### src/dsrc_pkg.sv
// package: constants and carriers for the self-refresh controller
// Operation
// Entry decoded: CS, RAS, CAS, CKE low; WE, ACT high at clock edge.
// Controller idles device: banks precharged, no bursts, prior timings met.
// Controller puts deselect on the edges just before and after entry.
// Device stays in self refresh while CKE stays low.
// Entry forces termination to high impedance regardless of ODT and park.
// Exit re-enables termination; park applied within the tXSDLL interval.
// DLL disabled on entry, re-enabled with DLL reset on exit.
// In self refresh all inputs except CKE and reset are ignored.
// VREFDQ generator kept or off per mode bit; stable within tXS.
// Controller starts no write or write leveling before tXS.
// Device starts one internal refresh within tCKE, then self-timed.
// Controller stays in self refresh at least tCKESR.
// Clock may stop after tCKSRE; stable tCKSRX before exit.
// Exit is CKE rising with deselect on the bus.
// Non-DLL commands wait tXS after exit.
// ZQ and listed mode-register writes may follow after tXSFast.
// Reads wait tXSDLL; write ODT needs locked DLL.
// CKE high through tXSDLL; re-entry only after tXS plus refresh.
// Controller gives deselects during tXS, ODT low during tXSDLL.
// tXS equals tRFC plus 10 ns.
// Abort bit aborts ongoing refresh, counter held; tXS_abort applies.
// Controller issues only deselects during tXS_abort.
// Each timing held as a cycle count rounded up from nanoseconds; REFI_CYC divides without rounding up, tXSDLL is given in clocks.
package dsrc_pkg;
	localparam int CLK_PERIOD_NS = 100;
	localparam int T_RFC_NS = 260;
	localparam int T_XS_EXTRA_NS = 10;
	localparam int T_XS_NS = T_RFC_NS + T_XS_EXTRA_NS;
	localparam int T_XS_ABORT_NS = 20;
	localparam int T_CKE_NS = 5;
	localparam int T_INT_REFI_NS = 7800;
	localparam int T_XSDLL_CK = 768;
	localparam int T_PARK_NS = 100;
	localparam int RFC_CYC = (T_RFC_NS + CLK_PERIOD_NS - 1) / CLK_PERIOD_NS;
	localparam int XS_CYC = (T_XS_NS + CLK_PERIOD_NS - 1) / CLK_PERIOD_NS;
	localparam int XS_ABORT_CYC = (T_XS_ABORT_NS + CLK_PERIOD_NS - 1) / CLK_PERIOD_NS;
	localparam int CKE_CYC = (T_CKE_NS + CLK_PERIOD_NS - 1) / CLK_PERIOD_NS;
	localparam int REFI_CYC = T_INT_REFI_NS / CLK_PERIOD_NS;
	localparam int PARK_CYC = (T_PARK_NS + CLK_PERIOD_NS - 1) / CLK_PERIOD_NS;
	localparam int MR6_VREF_KEEP_BIT = 7;
	localparam int MR4_ABORT_BIT = 9;
	localparam int CNT_W = 16;
	typedef struct packed {
		logic cs_n;
		logic act_n;
		logic ras_n;
		logic cas_n;
		logic we_n;
		logic cke;
		logic odt;
	} dsrc_cmd_s;
	typedef struct packed {
		logic in_sr;
		logic rtt_hiz;
		logic rtt_park_on;
		logic dll_en;
		logic dll_reset;
		logic vref_on;
		logic vref_stable;
		logic refresh_busy;
		logic refresh_abort;
		logic xs_done;
		logic xsdll_done;
	} dsrc_stat_s;
endpackage

### src/dsrc_timer.sv
// down counter: loads a count, reports done when it reaches zero
`timescale 1ns/100ps
module dsrc_timer
	import dsrc_pkg::*;
#(
	parameter int W = CNT_W
) (
	// clock and reset
	input wire logic clk_sys_i,
	input wire logic reset_n_i,
	// control
	input wire logic load_i,
	input wire logic [W-1:0] value_i,
	// status
	output logic done_o
);
	logic [W-1:0] count;
	always_ff @(posedge clk_sys_i or negedge reset_n_i) begin
		if (!reset_n_i) begin
			count <= '0;
		end else if (load_i) begin
			count <= value_i;
		end else if (count != '0) begin
			count <= count - 1'b1;
		end
	end
	assign done_o = (count == '0);
endmodule

### src/dsrc_ctrl.sv
// self-refresh entry, residency, exit and abort control inside the memory device
`timescale 1ns/100ps
module dsrc_ctrl
	import dsrc_pkg::*;
#(
	parameter int XS = XS_CYC,
	parameter int XS_ABORT = XS_ABORT_CYC,
	parameter int XSDLL = T_XSDLL_CK,
	parameter int RFC = RFC_CYC,
	parameter int CKE_T = CKE_CYC,
	parameter int REFI = REFI_CYC,
	parameter int PARK = PARK_CYC
) (
	// clock and reset
	input wire logic clk_sys_i,
	input wire logic reset_n_i,
	// command pins
	input wire dsrc_cmd_s cmd_i,
	// mode bits
	input wire logic dll_on_mode_i,
	input wire logic rtt_park_en_i,
	input wire logic mr6_vref_keep_i,
	input wire logic mr4_abort_en_i,
	// status
	output dsrc_stat_s stat_o,
	output logic refresh_pulse_o
);
	// refuse zero timing counts other than PARK, misordered counts, and XSDLL or REFI counts too wide for the counters
	if (XS < 1 || XS_ABORT < 1 || XSDLL < XS || RFC < 1 || CKE_T < 1 || REFI <= RFC
		|| XSDLL >= (1 << CNT_W) || REFI >= (1 << CNT_W)) begin : g_bad_timing
		$error("dsrc_ctrl: timing parameters out of range");
	end

	// ==========================================================
	// pin synchronisers
	dsrc_cmd_s cmd_m;
	dsrc_cmd_s cmd_s;
	always_ff @(posedge clk_sys_i or negedge reset_n_i) begin
		if (!reset_n_i) begin
			cmd_m <= '{cs_n: 1'b1, act_n: 1'b1, ras_n: 1'b1, cas_n: 1'b1, we_n: 1'b1,
				cke: 1'b1, odt: 1'b0};
			cmd_s <= '{cs_n: 1'b1, act_n: 1'b1, ras_n: 1'b1, cas_n: 1'b1, we_n: 1'b1,
				cke: 1'b1, odt: 1'b0};
		end else begin
			cmd_m <= cmd_i;
			cmd_s <= cmd_m;
		end
	end

	logic cke_q;
	always_ff @(posedge clk_sys_i or negedge reset_n_i) begin
		if (!reset_n_i) begin
			cke_q <= 1'b1;
		end else begin
			cke_q <= cmd_s.cke;
		end
	end

	// ==========================================================
	// command decode
	typedef enum logic [1:0] {DSRC_IDLE, DSRC_SELF, DSRC_EXIT} dsrc_state_e;
	dsrc_state_e state;
	logic sre_cmd;
	logic srx_cmd;
	assign sre_cmd = (state == DSRC_IDLE) && !cmd_s.cs_n && cmd_s.act_n && !cmd_s.ras_n
		&& !cmd_s.cas_n && cmd_s.we_n && cke_q && !cmd_s.cke;
	// exit: cke rising with deselect; other inputs ignored while in self refresh
	assign srx_cmd = (state == DSRC_SELF) && cmd_s.cke && cmd_s.cs_n;

	logic xs_done;
	logic xsdll_done;
	logic ref_done;
	logic cke_win_done;
	logic refi_done;
	logic park_done;
	logic in_ref;
	logic first_ref_done;
	logic abort_q;

	// ==========================================================
	// state machine
	always_ff @(posedge clk_sys_i or negedge reset_n_i) begin
		if (!reset_n_i) begin
			state <= DSRC_IDLE;
		end else begin
			unique case (state)
				DSRC_IDLE: begin
					if (sre_cmd) begin
						state <= DSRC_SELF;
					end
				end
				DSRC_SELF: begin
					if (srx_cmd) begin
						state <= DSRC_EXIT;
					end
				end
				DSRC_EXIT: begin
					if (xsdll_done) begin
						state <= DSRC_IDLE;
					end
				end
			endcase
		end
	end

	// ==========================================================
	// exit timers: tXS (or tXS_abort), tXSDLL and park
	logic [CNT_W-1:0] xs_load;
	assign xs_load = mr4_abort_en_i ? CNT_W'(XS_ABORT) : CNT_W'(XS);
	dsrc_timer #(.W(CNT_W)) u_xs (
		.clk_sys_i(clk_sys_i),
		.reset_n_i(reset_n_i),
		.load_i(srx_cmd),
		.value_i(xs_load),
		.done_o(xs_done)
	);
	dsrc_timer #(.W(CNT_W)) u_xsdll (
		.clk_sys_i(clk_sys_i),
		.reset_n_i(reset_n_i),
		.load_i(srx_cmd),
		.value_i(CNT_W'(XSDLL)),
		.done_o(xsdll_done)
	);
	dsrc_timer #(.W(CNT_W)) u_park (
		.clk_sys_i(clk_sys_i),
		.reset_n_i(reset_n_i),
		.load_i(srx_cmd),
		.value_i(CNT_W'(PARK)),
		.done_o(park_done)
	);

	// ==========================================================
	// internal refresh engine: first within tCKE, then self-timed
	logic ref_start;
	logic [CNT_W-1:0] ref_load;
	assign ref_start = (state == DSRC_SELF) && !in_ref && !srx_cmd
		&& (first_ref_done ? refi_done : cke_win_done);
	// every started refresh arms the next one a full interval later
	assign ref_load = CNT_W'(REFI);
	dsrc_timer #(.W(CNT_W)) u_refi (
		.clk_sys_i(clk_sys_i),
		.reset_n_i(reset_n_i),
		.load_i(sre_cmd || ref_start),
		.value_i(sre_cmd ? CNT_W'(CKE_T - 1) : ref_load),
		.done_o(refi_done)
	);
	assign cke_win_done = refi_done;
	dsrc_timer #(.W(CNT_W)) u_rfc (
		.clk_sys_i(clk_sys_i),
		.reset_n_i(reset_n_i),
		.load_i(ref_start),
		.value_i(CNT_W'(RFC)),
		.done_o(ref_done)
	);

	always_ff @(posedge clk_sys_i or negedge reset_n_i) begin
		if (!reset_n_i) begin
			in_ref <= 1'b0;
			first_ref_done <= 1'b0;
			abort_q <= 1'b0;
		end else begin
			if (sre_cmd) begin
				first_ref_done <= 1'b0;
			end else if (ref_start) begin
				first_ref_done <= 1'b1;
			end
			abort_q <= srx_cmd && in_ref && mr4_abort_en_i;
			if (ref_start) begin
				in_ref <= 1'b1;
			end else if (ref_done || (srx_cmd && mr4_abort_en_i)) begin
				in_ref <= 1'b0;
			end
		end
	end
	assign refresh_pulse_o = ref_start;

	// ==========================================================
	// termination, DLL, VREF
	logic dll_rst;
	always_ff @(posedge clk_sys_i or negedge reset_n_i) begin
		if (!reset_n_i) begin
			dll_rst <= 1'b0;
		end else begin
			dll_rst <= srx_cmd && dll_on_mode_i;
		end
	end

	always_comb begin
		stat_o.in_sr = (state == DSRC_SELF);
		stat_o.rtt_hiz = (state == DSRC_SELF);
		stat_o.rtt_park_on = rtt_park_en_i && (state != DSRC_SELF)
			&& !((state == DSRC_EXIT) && !park_done);
		stat_o.dll_en = !dll_on_mode_i ? 1'b0 : (state != DSRC_SELF);
		stat_o.dll_reset = dll_rst;
		stat_o.vref_on = (state != DSRC_SELF) || mr6_vref_keep_i;
		stat_o.vref_stable = mr6_vref_keep_i || (state == DSRC_IDLE) || xs_done;
		stat_o.refresh_busy = in_ref;
		stat_o.refresh_abort = abort_q;
		stat_o.xs_done = (state != DSRC_EXIT) || xs_done;
		stat_o.xsdll_done = (state != DSRC_EXIT) || xsdll_done;
	end
endmodule

### config.mk
export PLATFORM = sky130hd
export DESIGN_NAME = dsrc_ctrl
export DESIGN_NICKNAME = d
export VERILOG_FILES = /design/src/dsrc_pkg.sv /design/src/dsrc_timer.sv /design/src/dsrc_ctrl.sv
export SDC_FILE = /design/constraint.sdc
export NUM_CORES = 1
export LEC_CHECK = 0
export BUFFER_PORTS_ARGS = -buffer_cell sky130_fd_sc_hd__buf_2
export CAP_MARGIN = 20
export CORE_MARGIN = 4
export CORE_UTILIZATION = 45
export CTS_CLUSTER_SIZE = 40
export DETAILED_ROUTE_END_ITERATION = 16
export GPL_TIMING_DRIVEN = 0
export PLACE_DENSITY = 0.72
export SKIP_LAST_GASP = 1
export SYNTH_ARGS = -nofsm -noshare
export SYNTH_HDL_FRONTEND = slang
export SYNTH_SLANG_ARGS = --single-unit
### constraint.sdc
create_clock -name clk_sys_i -period 4.9 [get_ports clk_sys_i]
set_clock_uncertainty 0.2 [all_clocks]
set_input_delay 0.98 -clock clk_sys_i [delete_from_list [all_inputs] [get_ports clk_sys_i]]
set_output_delay 0.98 -clock clk_sys_i [all_outputs]
set_load 0.05 [all_outputs]
### After elaboration in Yosys (flattened, before gate mapping)

Cells that the tools add are included.

* word-level logic and storage cells: 105
* input port bits: 13
* output and inout port bits: 12
* bits in registers: 98

* multiplexer cells: 19
* equality and inequality tests: 7
* $add $sub $neg: 5
* reductions and logical operators: 52

Operators with widths (number)
* $mux W16: 10
* $logic_not A16 Y1: 5
* $reduce_bool A16 Y1: 5
* $sub A16 B1 Y16 const B: 5
* $logic_and A1 B1 Y1: 19
* $reduce_bool A2 Y1: 6
* $logic_not A1 Y1: 8
* $mux W2: 4
* $logic_or A1 B1 Y1: 7
* $mux W7: 1
* $ne A2 B2 Y1 const B: 3
* $pmux W2 S3: 1
* $ne A2 B1 Y1 const B: 2
* $mux W1: 3
* $reduce_and A3 Y1: 1
* $eq A2 B1 Y1 const B: 1
* $eq A2 B2 Y1 const B: 1
* $logic_not A2 Y1: 1

### Depth between registers and ports, before layout

Gate-level depths: netlist (run 1).

* depth after elaboration: 10
* mapped depth: 8
* gate-level depth less buffers: 7

### Cells and area by module

A second synthesis (run 1) with hierarchy kept.

* cells, all modules: 577
* area total of the unflattened synthesis: 5735.5 sq um

By module, submodules not included
* dsrc_timer at u_park ...: sequential area each 400.4 sq um, times used 4, area an instance 1006.0 sq um, cells an instance 104
* dsrc_timer at u_xsdll: sequential area each 400.4 sq um, times used 1, area an instance 999.7 sq um, cells an instance 107
* dsrc_ctrl: sequential area each 466.7 sq um, times used 1, area an instance 711.9 sq um, cells an instance 54

### Least setup slack after synthesis (run 1)

Ideal clock, no wire load.

* path kind: register to output
* start point: reg state[1]
* end point: out refresh_pulse_o
* path buffers: 0
* slack: 1131 ps
* stages on the path, launching flop included: 5
* arrival: 2589 ps
* required time: 3720 ps
* cells stage by stage: dfrtp_1 -> inv_1 -> ha_1 -> nand3b_1 -> nor3_1

RTL lines
* start: declaration: RTL line dsrc_ctrl.sv:62 `dsrc_state_e state;`
* start signal: assignment: RTL line dsrc_ctrl.sv:84 `state <= DSRC_IDLE;`
* start signal: assignment: RTL line dsrc_ctrl.sv:89 `state <= DSRC_SELF;`
* start signal: assignment: RTL line dsrc_ctrl.sv:94 `state <= DSRC_EXIT;`
* end: declaration: RTL line dsrc_ctrl.sv:26 `output logic refresh_pulse_o`

### Final worst setup path (run 1)

* start point: reg u_refi.count[7]
* end point: out refresh_pulse_o

* cells in the longest elaborated chain, start to end: 2

RTL lines
* start: declaration: RTL line dsrc_timer.sv:17 `logic [W-1:0] count;`
* start signal: assignment: RTL line dsrc_timer.sv:22 `count <= value_i;`
* start signal: assignment: RTL line dsrc_timer.sv:24 `count <= count - 1'b1;`
* $logic_not A16 Y1: RTL line dsrc_timer.sv:27 `assign done_o = (count == '0);`
* $logic_and A1 B1 Y1: RTL line dsrc_ctrl.sv:137 `&& (first_ref_done ? refi_done : cke_win_done);`

No other way between the ends.

==> metrics.cfg, run 1 <==
[outcome]
status=finished clean

[detailed_routing]
drt_wl_total_um=9660
drt_pre_antenna_iters=4
drc=0
avgRoutedWirePerCell_um=14.2
viasPerCell=5.41
drt-initial-drc-count=292
routed-via-count=3679
ant_nets=0

[timing]
slew_headroom_pct=48.8
layout_min_cycle_time_ns=3.74
final.setup.tns_ns=0
rsz0062_at_grt=false
setup_viol=0
hold_violations=0
max_freq_mhz=267
maxSlewViolCount=0
worst-slew-pin-transition_ns=0.762
setup_ws_ns=1.16
finalCritPeriodShare_pct=76.3

[logic_synthesis]
seq_area_frac_synth_pct=49.7
syn_avg_cell_area_um2=9.94
synthXorXnorAreaFrac_pct=8.46
syn_nets=527
ys_types=57
async_flop_share_pct=100
syn_area_um2=4970
synth_ff_type=dfrtp_1
synth_simple_gate_area_share_pct=26.6
syn_inst=500
synth_top_family_by_area=simple AND/OR/NAND/NOR gates
yosys_warnings=0
synth_seq_cells=98
synth-edff-count=0
synth.area.mux_share_pct=1.69
synthAdderAreaFrac_pct=3.53
synth-compound-area-share_pct=7.03

[placement]
portBuffers=23
dpl.hpwl_um=6890
gp_congestion=0.869
dp.cells=664
dp_slack_ns=1.52

[power_and_ir_drop]
p_leak_nw=2.38
p_total_mw=3.26
combPwrFrac_pct=41.1
pwr_density_cell_nw_per_um2=594
p_clk_share_pct=15.8
p_sw_mw=1.38
seqPwrFrac_pct=43.1
p_int_mw=1.88
peakVddDrop_mv=0.339
swShare_pct=42.3

[final_layout]
area_delta_synth_final_pct=10.5
finalCoreUtilization_pct=50.6
num_antenna_cells=0
drive_gt1_share_pct=14.4
instances_no_fill=680
fillers=974
layout_commonest_cell=dfrtp_1
mostFrequentLayoutCells=85 x dfrtp_1, 76 x nor2_1, 29 x xnor2_1
final_nets=562

[clocking]
cts.sinks=98
cts.repair.resized=0
post_cts_buffers=0
cts_hold_buffers=0
clock_path_buffers=2
clkLatencyLatePin_ns=0.38
cts.clk_slew.worst_paths_ns=0.09
tritoncts=built
htreeDepth=3
cts_root_buf=clkbuf_8
cts_buffers=9

[die]
die_h_um=113
core_um2=10800
start_util_pct=45.8
design.die.area_um2=12800
die_w_um=113
rows=38
io_pins=25

[job]
drv_cap=0

[global_route]
grt_pass1_wl_um=17300
grt_max_degree=71
antenna_found_initial=0
grt-ovfl-total=0
grt_pass1_vias=3810
grtUsageTotal_pct=16.3

[critical_path]
slowest_delay_ns=0.69
startpoint_type=flip-flop
crit_arrival_ns=2.56
critPathCaptureType=output pin
crit_chain=nor4_1 > nand3_1 > nor3_1 > buf_2
cp_slowest_cell=nor4_1
worstPathMaxFanout=5
crit_type=reg -> out
required_ns=3.72

[hold_path]
hp-class=reg -> reg

[Yosys cell counts (2+ instances only)]
cell	instances	area, um2
ha_1	14	175
a211oi_1	5	37.5
mux2_2	2	22.5
nand2b_1	10	62.6
or4_4	2	22.5
o21ai_0	4	20.0
clkbuf_1	10	37.5
and2_1	8	50.1
or4_1	5	37.5
a22oi_1	2	15.0
or3_1	15	93.8
nor3b_1	4	30.0
dfrtp_1	85	2130
o21ai_1	5	25.0
mux2i_1	5	50.1
inv_1	15	56.3
buf_4	4	30.0
nand3b_1	8	60.1
nand3_1	16	80.1
nand4_1	12	75.1
nor3_1	22	110
nor4b_1	2	17.5
xnor2_1	29	254
dfstp_2	13	342
buf_2	3	15.0
nand4b_1	2	17.5
nor4_1	12	75.1
xor2_1	19	166
nor4_2	4	50.1
and3_1	8	50.1
nor2_1	76	285
a31o_2	3	26.3
a21oi_1	28	140
nand2_1	25	93.8
[flip-flops by register name, summed over array words and instances, names as in the netlist]
name	cells
u_rfc.count	16
u_xs.count	16
cmd_s	6
u_park.count	16
dll_rst	1
in_ref	1
state	2
cke_q	1
cmd_m	6
abort_q	1
u_refi.count	16
u_xsdll.count	16
[per-stage QoR]
step | cell area (um2) | hold slack (ns)
2_1_floorplan | 4970 | 0.145
3_3_place_gp | 5260 | 0.146
3_5_place_dp | 5290 | 0.147
4_1_cts | 5490 | 0.155
5_1_grt | 5490 | 0.157
6_report | 5490 | 0.159
[critical path: cells and delay by family, from the launching register on]
family	cells	cell delay, ns
AND/OR/NAND/NOR	3	1.39
flip-flops	1	0.42
buffers and inverters	1	0.37
[per-layer routing]
layer	global-route usage, %	wire, um
met3	4.65	395
met1	20.6	4440
met2	27.4	4710
met4	4.89	112
met5	0	0
[cell families after synthesis]
family,count (synthesis)
AOI/OAI and AO/OA,57
xor gates and xnor gates,48
adders and majority gates,14
buffers and inverters,33
DFF,98
muxes,8
and+or+nand+nor,242
[final cells by class]
class / count / area [um2] / share of cell area (%)
Tap cell: 140 / 175 / 3.19
Multi-Input combinational cell: 369 / 2350 / 42.8
Clock inverter: 4 / 33.8 / 0.616
Sequential cell: 98 / 2470 / 45.0
Timing Repair Buffer: 24 / 145 / 2.64
Clock buffer: 12 / 165 / 3.01
Buffer: 18 / 93.8 / 1.71
Inverter: 15 / 56.3 / 1.03
[power by group through the flow]
stage                     clock, mW  sequential, mW  combinational (mW)
after global routing          0.567            1.45                1.53
after floorplan                   0            1.35                1.08
final                         0.516            1.41                1.34
after CTS                     0.534            1.40                1.35
after global placement            0            1.39                1.29
after detailed placement          0            1.41                1.34
[final timing paths]
| check | start | to | slack (ns) | depth (start not counted) |
|---|---|---|---|---|
| setup reg to reg | u_refi.count[7] | u_rfc.count[8] | 2.10 | 5 |
| setup / recovery | u_refi.count[7] | refresh_pulse_o | 1.16 | 4 |
| max in group asynchronous | reset_n_i | cmd_m[1] | 3.47 | 2 |
| hold reg to reg | cmd_m[1] | cmd_s[1] | 0.16 | 0 |
| hold / removal | cmd_m[1] | cmd_s[1] | 0.16 | 0 |
| min in group asynchronous | reset_n_i | u_rfc.count[6] | 0.32 | 1 |
Power figures use the tool's default switching activity.
==> run 2, diff against run 1 <==
clock period = 3.56 ns   (was 4.9 ns; I/O delays follow)
==> run 2 against run 1 <==
  * Sequential power grew 38%
  * Cell area grew 0.62%
  * Critical path depth grew 2
  * Die area unchanged
  * Clock power grew 38%
  * Routed wire length rose by 0.12%
  * Register-to-register slack lost 1.3 ns
  * Utilization up 0.31 points
  * Total power up 38%
  * Largest cell class unchanged
  * Highest routed layer unchanged
==> metrics.cfg, run 2 (same netlist as run 1, synthesis figures left out) <==
[die]
die_h_um=113  ; unchanged
core_um2=10800  ; unchanged
io_pins=25  ; unchanged
design.die.area_um2=12800  ; unchanged
die_w_um=113  ; unchanged
start_util_pct=45.8  ; unchanged
rows=38  ; unchanged

[critical_path]
crit_arrival_ns=2.53  ; -0.03 ns
crit_family=simple AND/OR/NAND/NOR gates
crit_buf_inv=2  ; +1
crit_chain=or4_4 > or4b_1 > buf_2 > nor2_4 > or3_1 > buf_2
critPathCaptureType=output pin
startpoint_type=flip-flop
required_ns=2.65  ; -1.07 ns
crit_type=reg -> out
worstPathMaxFanout=7  ; +2
slowest_delay_ns=0.57  ; -0.12 ns
path_common_cell=buf_2
cp_slowest_cell=or4_4

[final_layout]
drive_gt1_share_pct=15.3  ; +0.84 points
fillers=972  ; -0.21%
final_nets=565  ; +0.53%
multi_input_area_um2=2360  ; +0.48%
mostFrequentLayoutCells=85 x dfrtp_1, 76 x nor2_1, 29 x xnor2_1
finalCoreUtilization_pct=50.9  ; +0.31 points
register_area_um2=2470  ; unchanged
area_delta_synth_final_pct=11.1
num_antenna_cells=0  ; unchanged
layout_commonest_cell=dfrtp_1
finalInstanceArea_um2=5520  ; +0.62%

[timing]
worst-slew-pin-transition_ns=0.715  ; -0.0470 ns
hold_violations=0  ; unchanged
setup_ws_ns=0.119  ; -1.04 ns
layout_min_cycle_time_ns=3.44
maxSlewViolCount=0  ; unchanged
max_freq_mhz=291
slew_headroom_pct=51.9  ; +3.2 points
finalCritPeriodShare_pct=96.6
final.setup.tns_ns=0  ; unchanged
setup_viol=0  ; unchanged
rsz0062_at_grt=false

[clocking]
cts.sinks=98  ; unchanged
clock_path_buffers=2  ; unchanged
cts_buffers=9  ; unchanged
htreeDepth=3  ; unchanged
cts_root_buf=clkbuf_8
tritoncts=built
clkLatencyLatePin_ns=0.38  ; about the same
cts_hold_buffers=0  ; unchanged
cts.clk_slew.worst_paths_ns=0.10  ; about the same

[power_and_ir_drop]
p_clk_share_pct=15.8  ; about the same
pwr_density_cell_nw_per_um2=816  ; +37%
p_sw_mw=1.90  ; +38%
peakVddDrop_mv=0.465  ; +37%
combPwrFrac_pct=41.2  ; about the same
seqPwrFrac_pct=43.0  ; about the same
swShare_pct=42.3  ; about the same
p_leak_nw=2.39  ; +0.57%
p_int_mw=2.60  ; +38%

[global_route]
grtUsageTotal_pct=16.3  ; unchanged
grt_pass1_vias=3810  ; unchanged
grt_max_degree=71  ; unchanged
grt_pass1_wl_um=17300  ; unchanged
grt-ovfl-total=0  ; unchanged
antenna_found_initial=0  ; unchanged

[detailed_routing]
avgRoutedWirePerCell_um=14.2  ; -0.32%
drc=0  ; unchanged
ant_nets=0  ; unchanged
viasPerCell=5.42  ; +0.13%
drt_pre_antenna_iters=4  ; unchanged
routed-via-count=3700  ; +0.57%
drt_wl_total_um=9680  ; +0.12%
drt-initial-drc-count=268  ; -8.2%

[placement]
dp_slack_ns=0.452  ; -1.07 ns
placed_area_um2=5290  ; unchanged
gp_congestion=0.869  ; unchanged
portBuffers=23  ; unchanged
dpl.hpwl_um=6890  ; unchanged

[hold_path]
hp-class=in -> async

[job]
drv_cap=0  ; unchanged

[outcome]
status=finished clean

[run 2: layer usage]
layer	GRT usage (%)	vias up	part of all wire (%)
met2	27.4	53	49
met4	4.89	0	1.2
met3	4.65	12	3.9
li1	-	1827	-
met5	0	-	0
met1	20.6	1808	46
[run 2: cell type report]
| class | instances | share of cell area [%] |
|---|---|---|
| clock buffer | 12 | 2.99 |
| timing repair buffer | 27 | 3.04 |
| inverter | 15 | 1.02 |
| buffer | 18 | 1.70 |
| sequential | 98 | 44.7 |
| clock inverter | 4 | 0.612 |
| multi-input combinational | 369 | 42.8 |
| tap | 140 | 3.17 |
[run 2: final timing paths]
check / startpoint / endpoint / slack (ns) / depth (start not counted)
max in group asynchronous: reset_n_i / cmd_m[1] / 2.40 / 2
setup / recovery: u_xs.count[12] / stat_o[4] / 0.12 / 6
setup reg to reg: u_refi.count[0] / u_rfc.count[8] / 0.80 / 7
min in group clk_sys_i: cmd_m[1] / cmd_s[1] / 0.16 / 0
hold reg to reg: cmd_m[1] / cmd_s[1] / 0.16 / 0
hold / removal: reset_n_i / u_rfc.count[6] / 0.05 / 1
[run 2: timing repair]
item | CTS | global route
resized for setup | 0 | 2
setup buffers | 0 | 3
endpoints found under the setup margin | 0 | 2
[run 2: power groups by stage]
stage | sequential (mW) | clock, mW | combinational (mW)
2_1_floorplan | 1.85 | 0 | 1.49
3_3_place_gp | 1.92 | 0 | 1.78
3_5_place_dp | 1.95 | 0 | 1.85
4_1_cts | 1.93 | 0.735 | 1.86
5_1_grt | 2.00 | 0.780 | 2.11
6_report | 1.94 | 0.711 | 1.86
[run 2: metrics by stage]
stage | hold WS (ns) | cells | total power, mW
floorplan | 0.145 | 500 | 3.35
global placement | 0.146 | 663 | 3.69
detailed placement | 0.147 | 664 | 3.80
CTS | 0.0449 | 680 | 4.53
global route | 0.0580 | 683 | 4.89
finish | 0.0457 | 683 | 4.50
==> run 3, diff against run 2 <==
PLACE_DENSITY = 0.71   (was 0.72)
SKIP_LAST_GASP = unset   (was 1)
SYNTH_HIERARCHICAL = 1   (was unset)
==> run 3 against run 2 <==
  * Non-clock buffer count grew 12
  * Clock power grew 34%
  * Synthesized cell count grew 15%
  * Routed wire length grew 24%
  * Sequential share of layout area shrank 7.9 points
  * Setup slack lost 0.047 ns
  * Via count grew 22%
  * Cell area grew 22%
  * Largest power group unchanged
  * Highest routed layer unchanged
==> metrics.cfg, run 3 <==
[logic_synthesis]
syn_area_um2=5740  ; +15%
yosysMostFrequentCell=dfrtp_1
yosys_warnings=6  ; +6
synth_top_family_by_area=simple AND/OR/NAND/NOR gates
synth_ff_type=dfrtp_1
syn_inst=577  ; +15%
synthAdderAreaFrac_pct=1.75  ; -1.8 points
synth.area.mux_share_pct=2.49  ; +0.80 points
ys_types=54  ; -5.3%
synthTopCellsByArea=dfrtp_1 37%, xnor2_1 6.1%, dfstp_2 6.0%
yosysTopAreaCellShare_pct=37.1  ; -5.7 points
synthXorXnorAreaFrac_pct=6.26  ; -2.2 points
seq_area_frac_synth_pct=43.0  ; -6.6 points
async_flop_share_pct=100  ; unchanged
synth-compound-area-share_pct=13.8  ; +6.8 points
syn_avg_cell_area_um2=9.94  ; about the same
synth_common_cells=85 x dfrtp_1, 61 x nand2_1, 40 x xnor2_1, 39 x nand2b_1, 31 x nor2_1
synth_simple_gate_area_share_pct=29.2  ; +2.6 points
synth-edff-count=0  ; unchanged
synth_top_area_cell=dfrtp_1
synth_seq_cells=98  ; unchanged

[placement]
gp_congestion=0.823  ; -5.2%
portBuffers=23  ; unchanged
dpl.hpwl_um=8550  ; +24%
placed_area_um2=6360  ; +20%
dp.cells=842  ; +27%

[power_and_ir_drop]
pwr_density_cell_nw_per_um2=722  ; -11%
peakVddDrop_mv=0.240  ; -48%
p_leak_nw=2.84  ; +19%

[timing]
maxSlewViolCount=0  ; unchanged
worst-slew-pin-transition_ns=0.758  ; +0.0432 ns
max_freq_mhz=287  ; -1.4%
rsz0062_at_grt=true
slew_headroom_pct=49.1  ; -2.9 points
setup_viol=0  ; unchanged
layout_min_cycle_time_ns=3.49  ; +0.0474 ns
hold_violations=0  ; unchanged
fin_hold_ws_ns=0.152  ; +0.106 ns
finalCritPeriodShare_pct=98.0  ; +1.3 points

[die]
core_um2=12300  ; +13%
start_util_pct=46.8  ; +0.94 points
die_h_um=121  ; +6.9%
io_pins=25  ; unchanged
design.die.area_um2=14600  ; +14%
die_w_um=121  ; +6.9%
rows=40  ; +5.3%

[critical_path]
required_ns=2.65  ; about the same
crit_arrival_ns=2.58  ; +0.05 ns
startpoint_type=flip-flop
worstPathMaxFanout=3  ; -4
critPathCaptureType=output pin
crit_type=reg -> out

[clocking]
htreeDepth=3  ; unchanged
cts.clk_slew.worst_paths_ns=0.07  ; -0.03 ns
clkLatencyLatePin_ns=0.35  ; -0.03 ns
tritoncts=built
clock_path_buffers=2  ; unchanged
cts_hold_buffers=0  ; unchanged
cts_root_buf=clkbuf_16
cts_buffers=9  ; unchanged
cts.sinks=98  ; unchanged

[global_route]
gr-usage-met2_pct=29.9  ; +2.5 points
grtUsageTotal_pct=18.2  ; +1.8 points
grt_pass1_wl_um=21800  ; +26%
grt_pass1_vias=4684  ; +23%
top_usage_layer=met2
antenna_found_initial=0  ; unchanged
grtUsageMet1_pct=23.8  ; +3.2 points
gr-usage-met3_pct=2.75  ; -1.9 points
grt_max_degree=58  ; -18%
grt-ovfl-total=0  ; unchanged

[hold_path]
hp-class=in -> async

[final_layout]
mostFrequentLayoutCells=85 x dfrtp_1, 75 x conb_1, 61 x nand2_1
area_delta_synth_final_pct=17.0
layout_commonest_cell=dfrtp_1
instances_no_fill=863  ; +26%
final_nets=711  ; +26%
num_antenna_cells=0  ; unchanged
finalInstanceArea_um2=6710  ; +22%
finalCoreUtilization_pct=54.7  ; +3.8 points
drive_gt1_share_pct=16.0  ; +0.69 points

[detailed_routing]
drt_wl_total_um=12000  ; +24%
drc=0  ; unchanged
routed-via-count=4519  ; +22%
avgRoutedWirePerCell_um=13.9  ; -1.8%
ant_nets=0  ; unchanged
drt_pre_antenna_iters=4  ; unchanged
viasPerCell=5.24  ; -3.3%
drt-initial-drc-count=389  ; +45%

[outcome]
status=finished clean

[job]
drv_cap=0  ; unchanged

-- run 3: cells by family after synthesis --
group	Yosys count
AOI/OAI and AO/OA	106
xor gates and xnor gates	41
adders and majority gates	8
buffers and inverters	44
DFF	98
muxes	14
other	2
and+or+nand+nor	264
-- run 3: path summary, 6_finish.rpt --
kind | to | slack, ns | from | depth (start not counted)
max | stat_o[0] | 0.07 | u_xsdll/count[0] | 8
min | u_xs/count[4] | 0.15 | reset_n_i | 1
max reg2reg | u_rfc/count[6] | 0.53 | u_refi/count[0] | 10
min reg2reg | cmd_s[4] | 0.16 | cmd_m[4] | 0
max in group asynchronous | cmd_m[5] | 2.29 | reset_n_i | 2
min in group clk_sys_i | cmd_s[4] | 0.16 | cmd_m[4] | 0
-- run 3: metal layers --
| layer | vias to the layer above | routed length [um] |
|---|---|---|
| met5 | - | 0 |
| met2 | 71 | 5890 |
| li1 | 2228 | - |
| met1 | 2206 | 5510 |
| met4 | 0 | 193 |
| met3 | 14 | 412 |
-- run 3: layout make-up --
type / count / area, um2
Fill cell: 1095 / 5550
Multi-Input combinational cell: 508 / 3360
Sequential cell: 98 / 2470
Clock buffer: 11 / 253
Tap cell: 168 / 210
Timing Repair Buffer: 29 / 189
Buffer: 28 / 130
Inverter: 16 / 60.1
Clock inverter: 5 / 37.5
-- run 3: repair_timing --
action,4_1_cts,5_1_grt
setup buffers,3,2
pin swaps,1,2
gates cloned,0,0
setup endpoints to repair,2,1
resized for setup,2,4
-- run 3: per-stage QoR --
stage | setup TNS, ns | worst slack [ns] | total power [mW]
final | 0 | 0.0719 | 4.85
after global placement | 0 | 0.221 | 3.75
after global routing | -0.0296 | -0.0296 | 5.21
after detailed placement | 0 | 0.187 | 3.87
after floorplan | 0 | 0.217 | 3.42
after CTS | 0 | 0.0134 | 4.86
-- run 3: worst max-delay path: stages (launching register included) --
cell and delay, ns:
dfrtp_1 0.42, inv_2 0.10, ha_4 0.14, or4b_4 0.46
or4_4 0.44, nor4b_4 0.32, nor2b_1 0.10, inv_1 0.08
buf_6 0.16
-- run 3: report_power, final --
part / internal [mW] / switching (mW) / total, mW
sequential: 1.53 / 0.489 / 2.02
clock: 0.515 / 0.435 / 0.950
combinational: 0.891 / 0.984 / 1.87
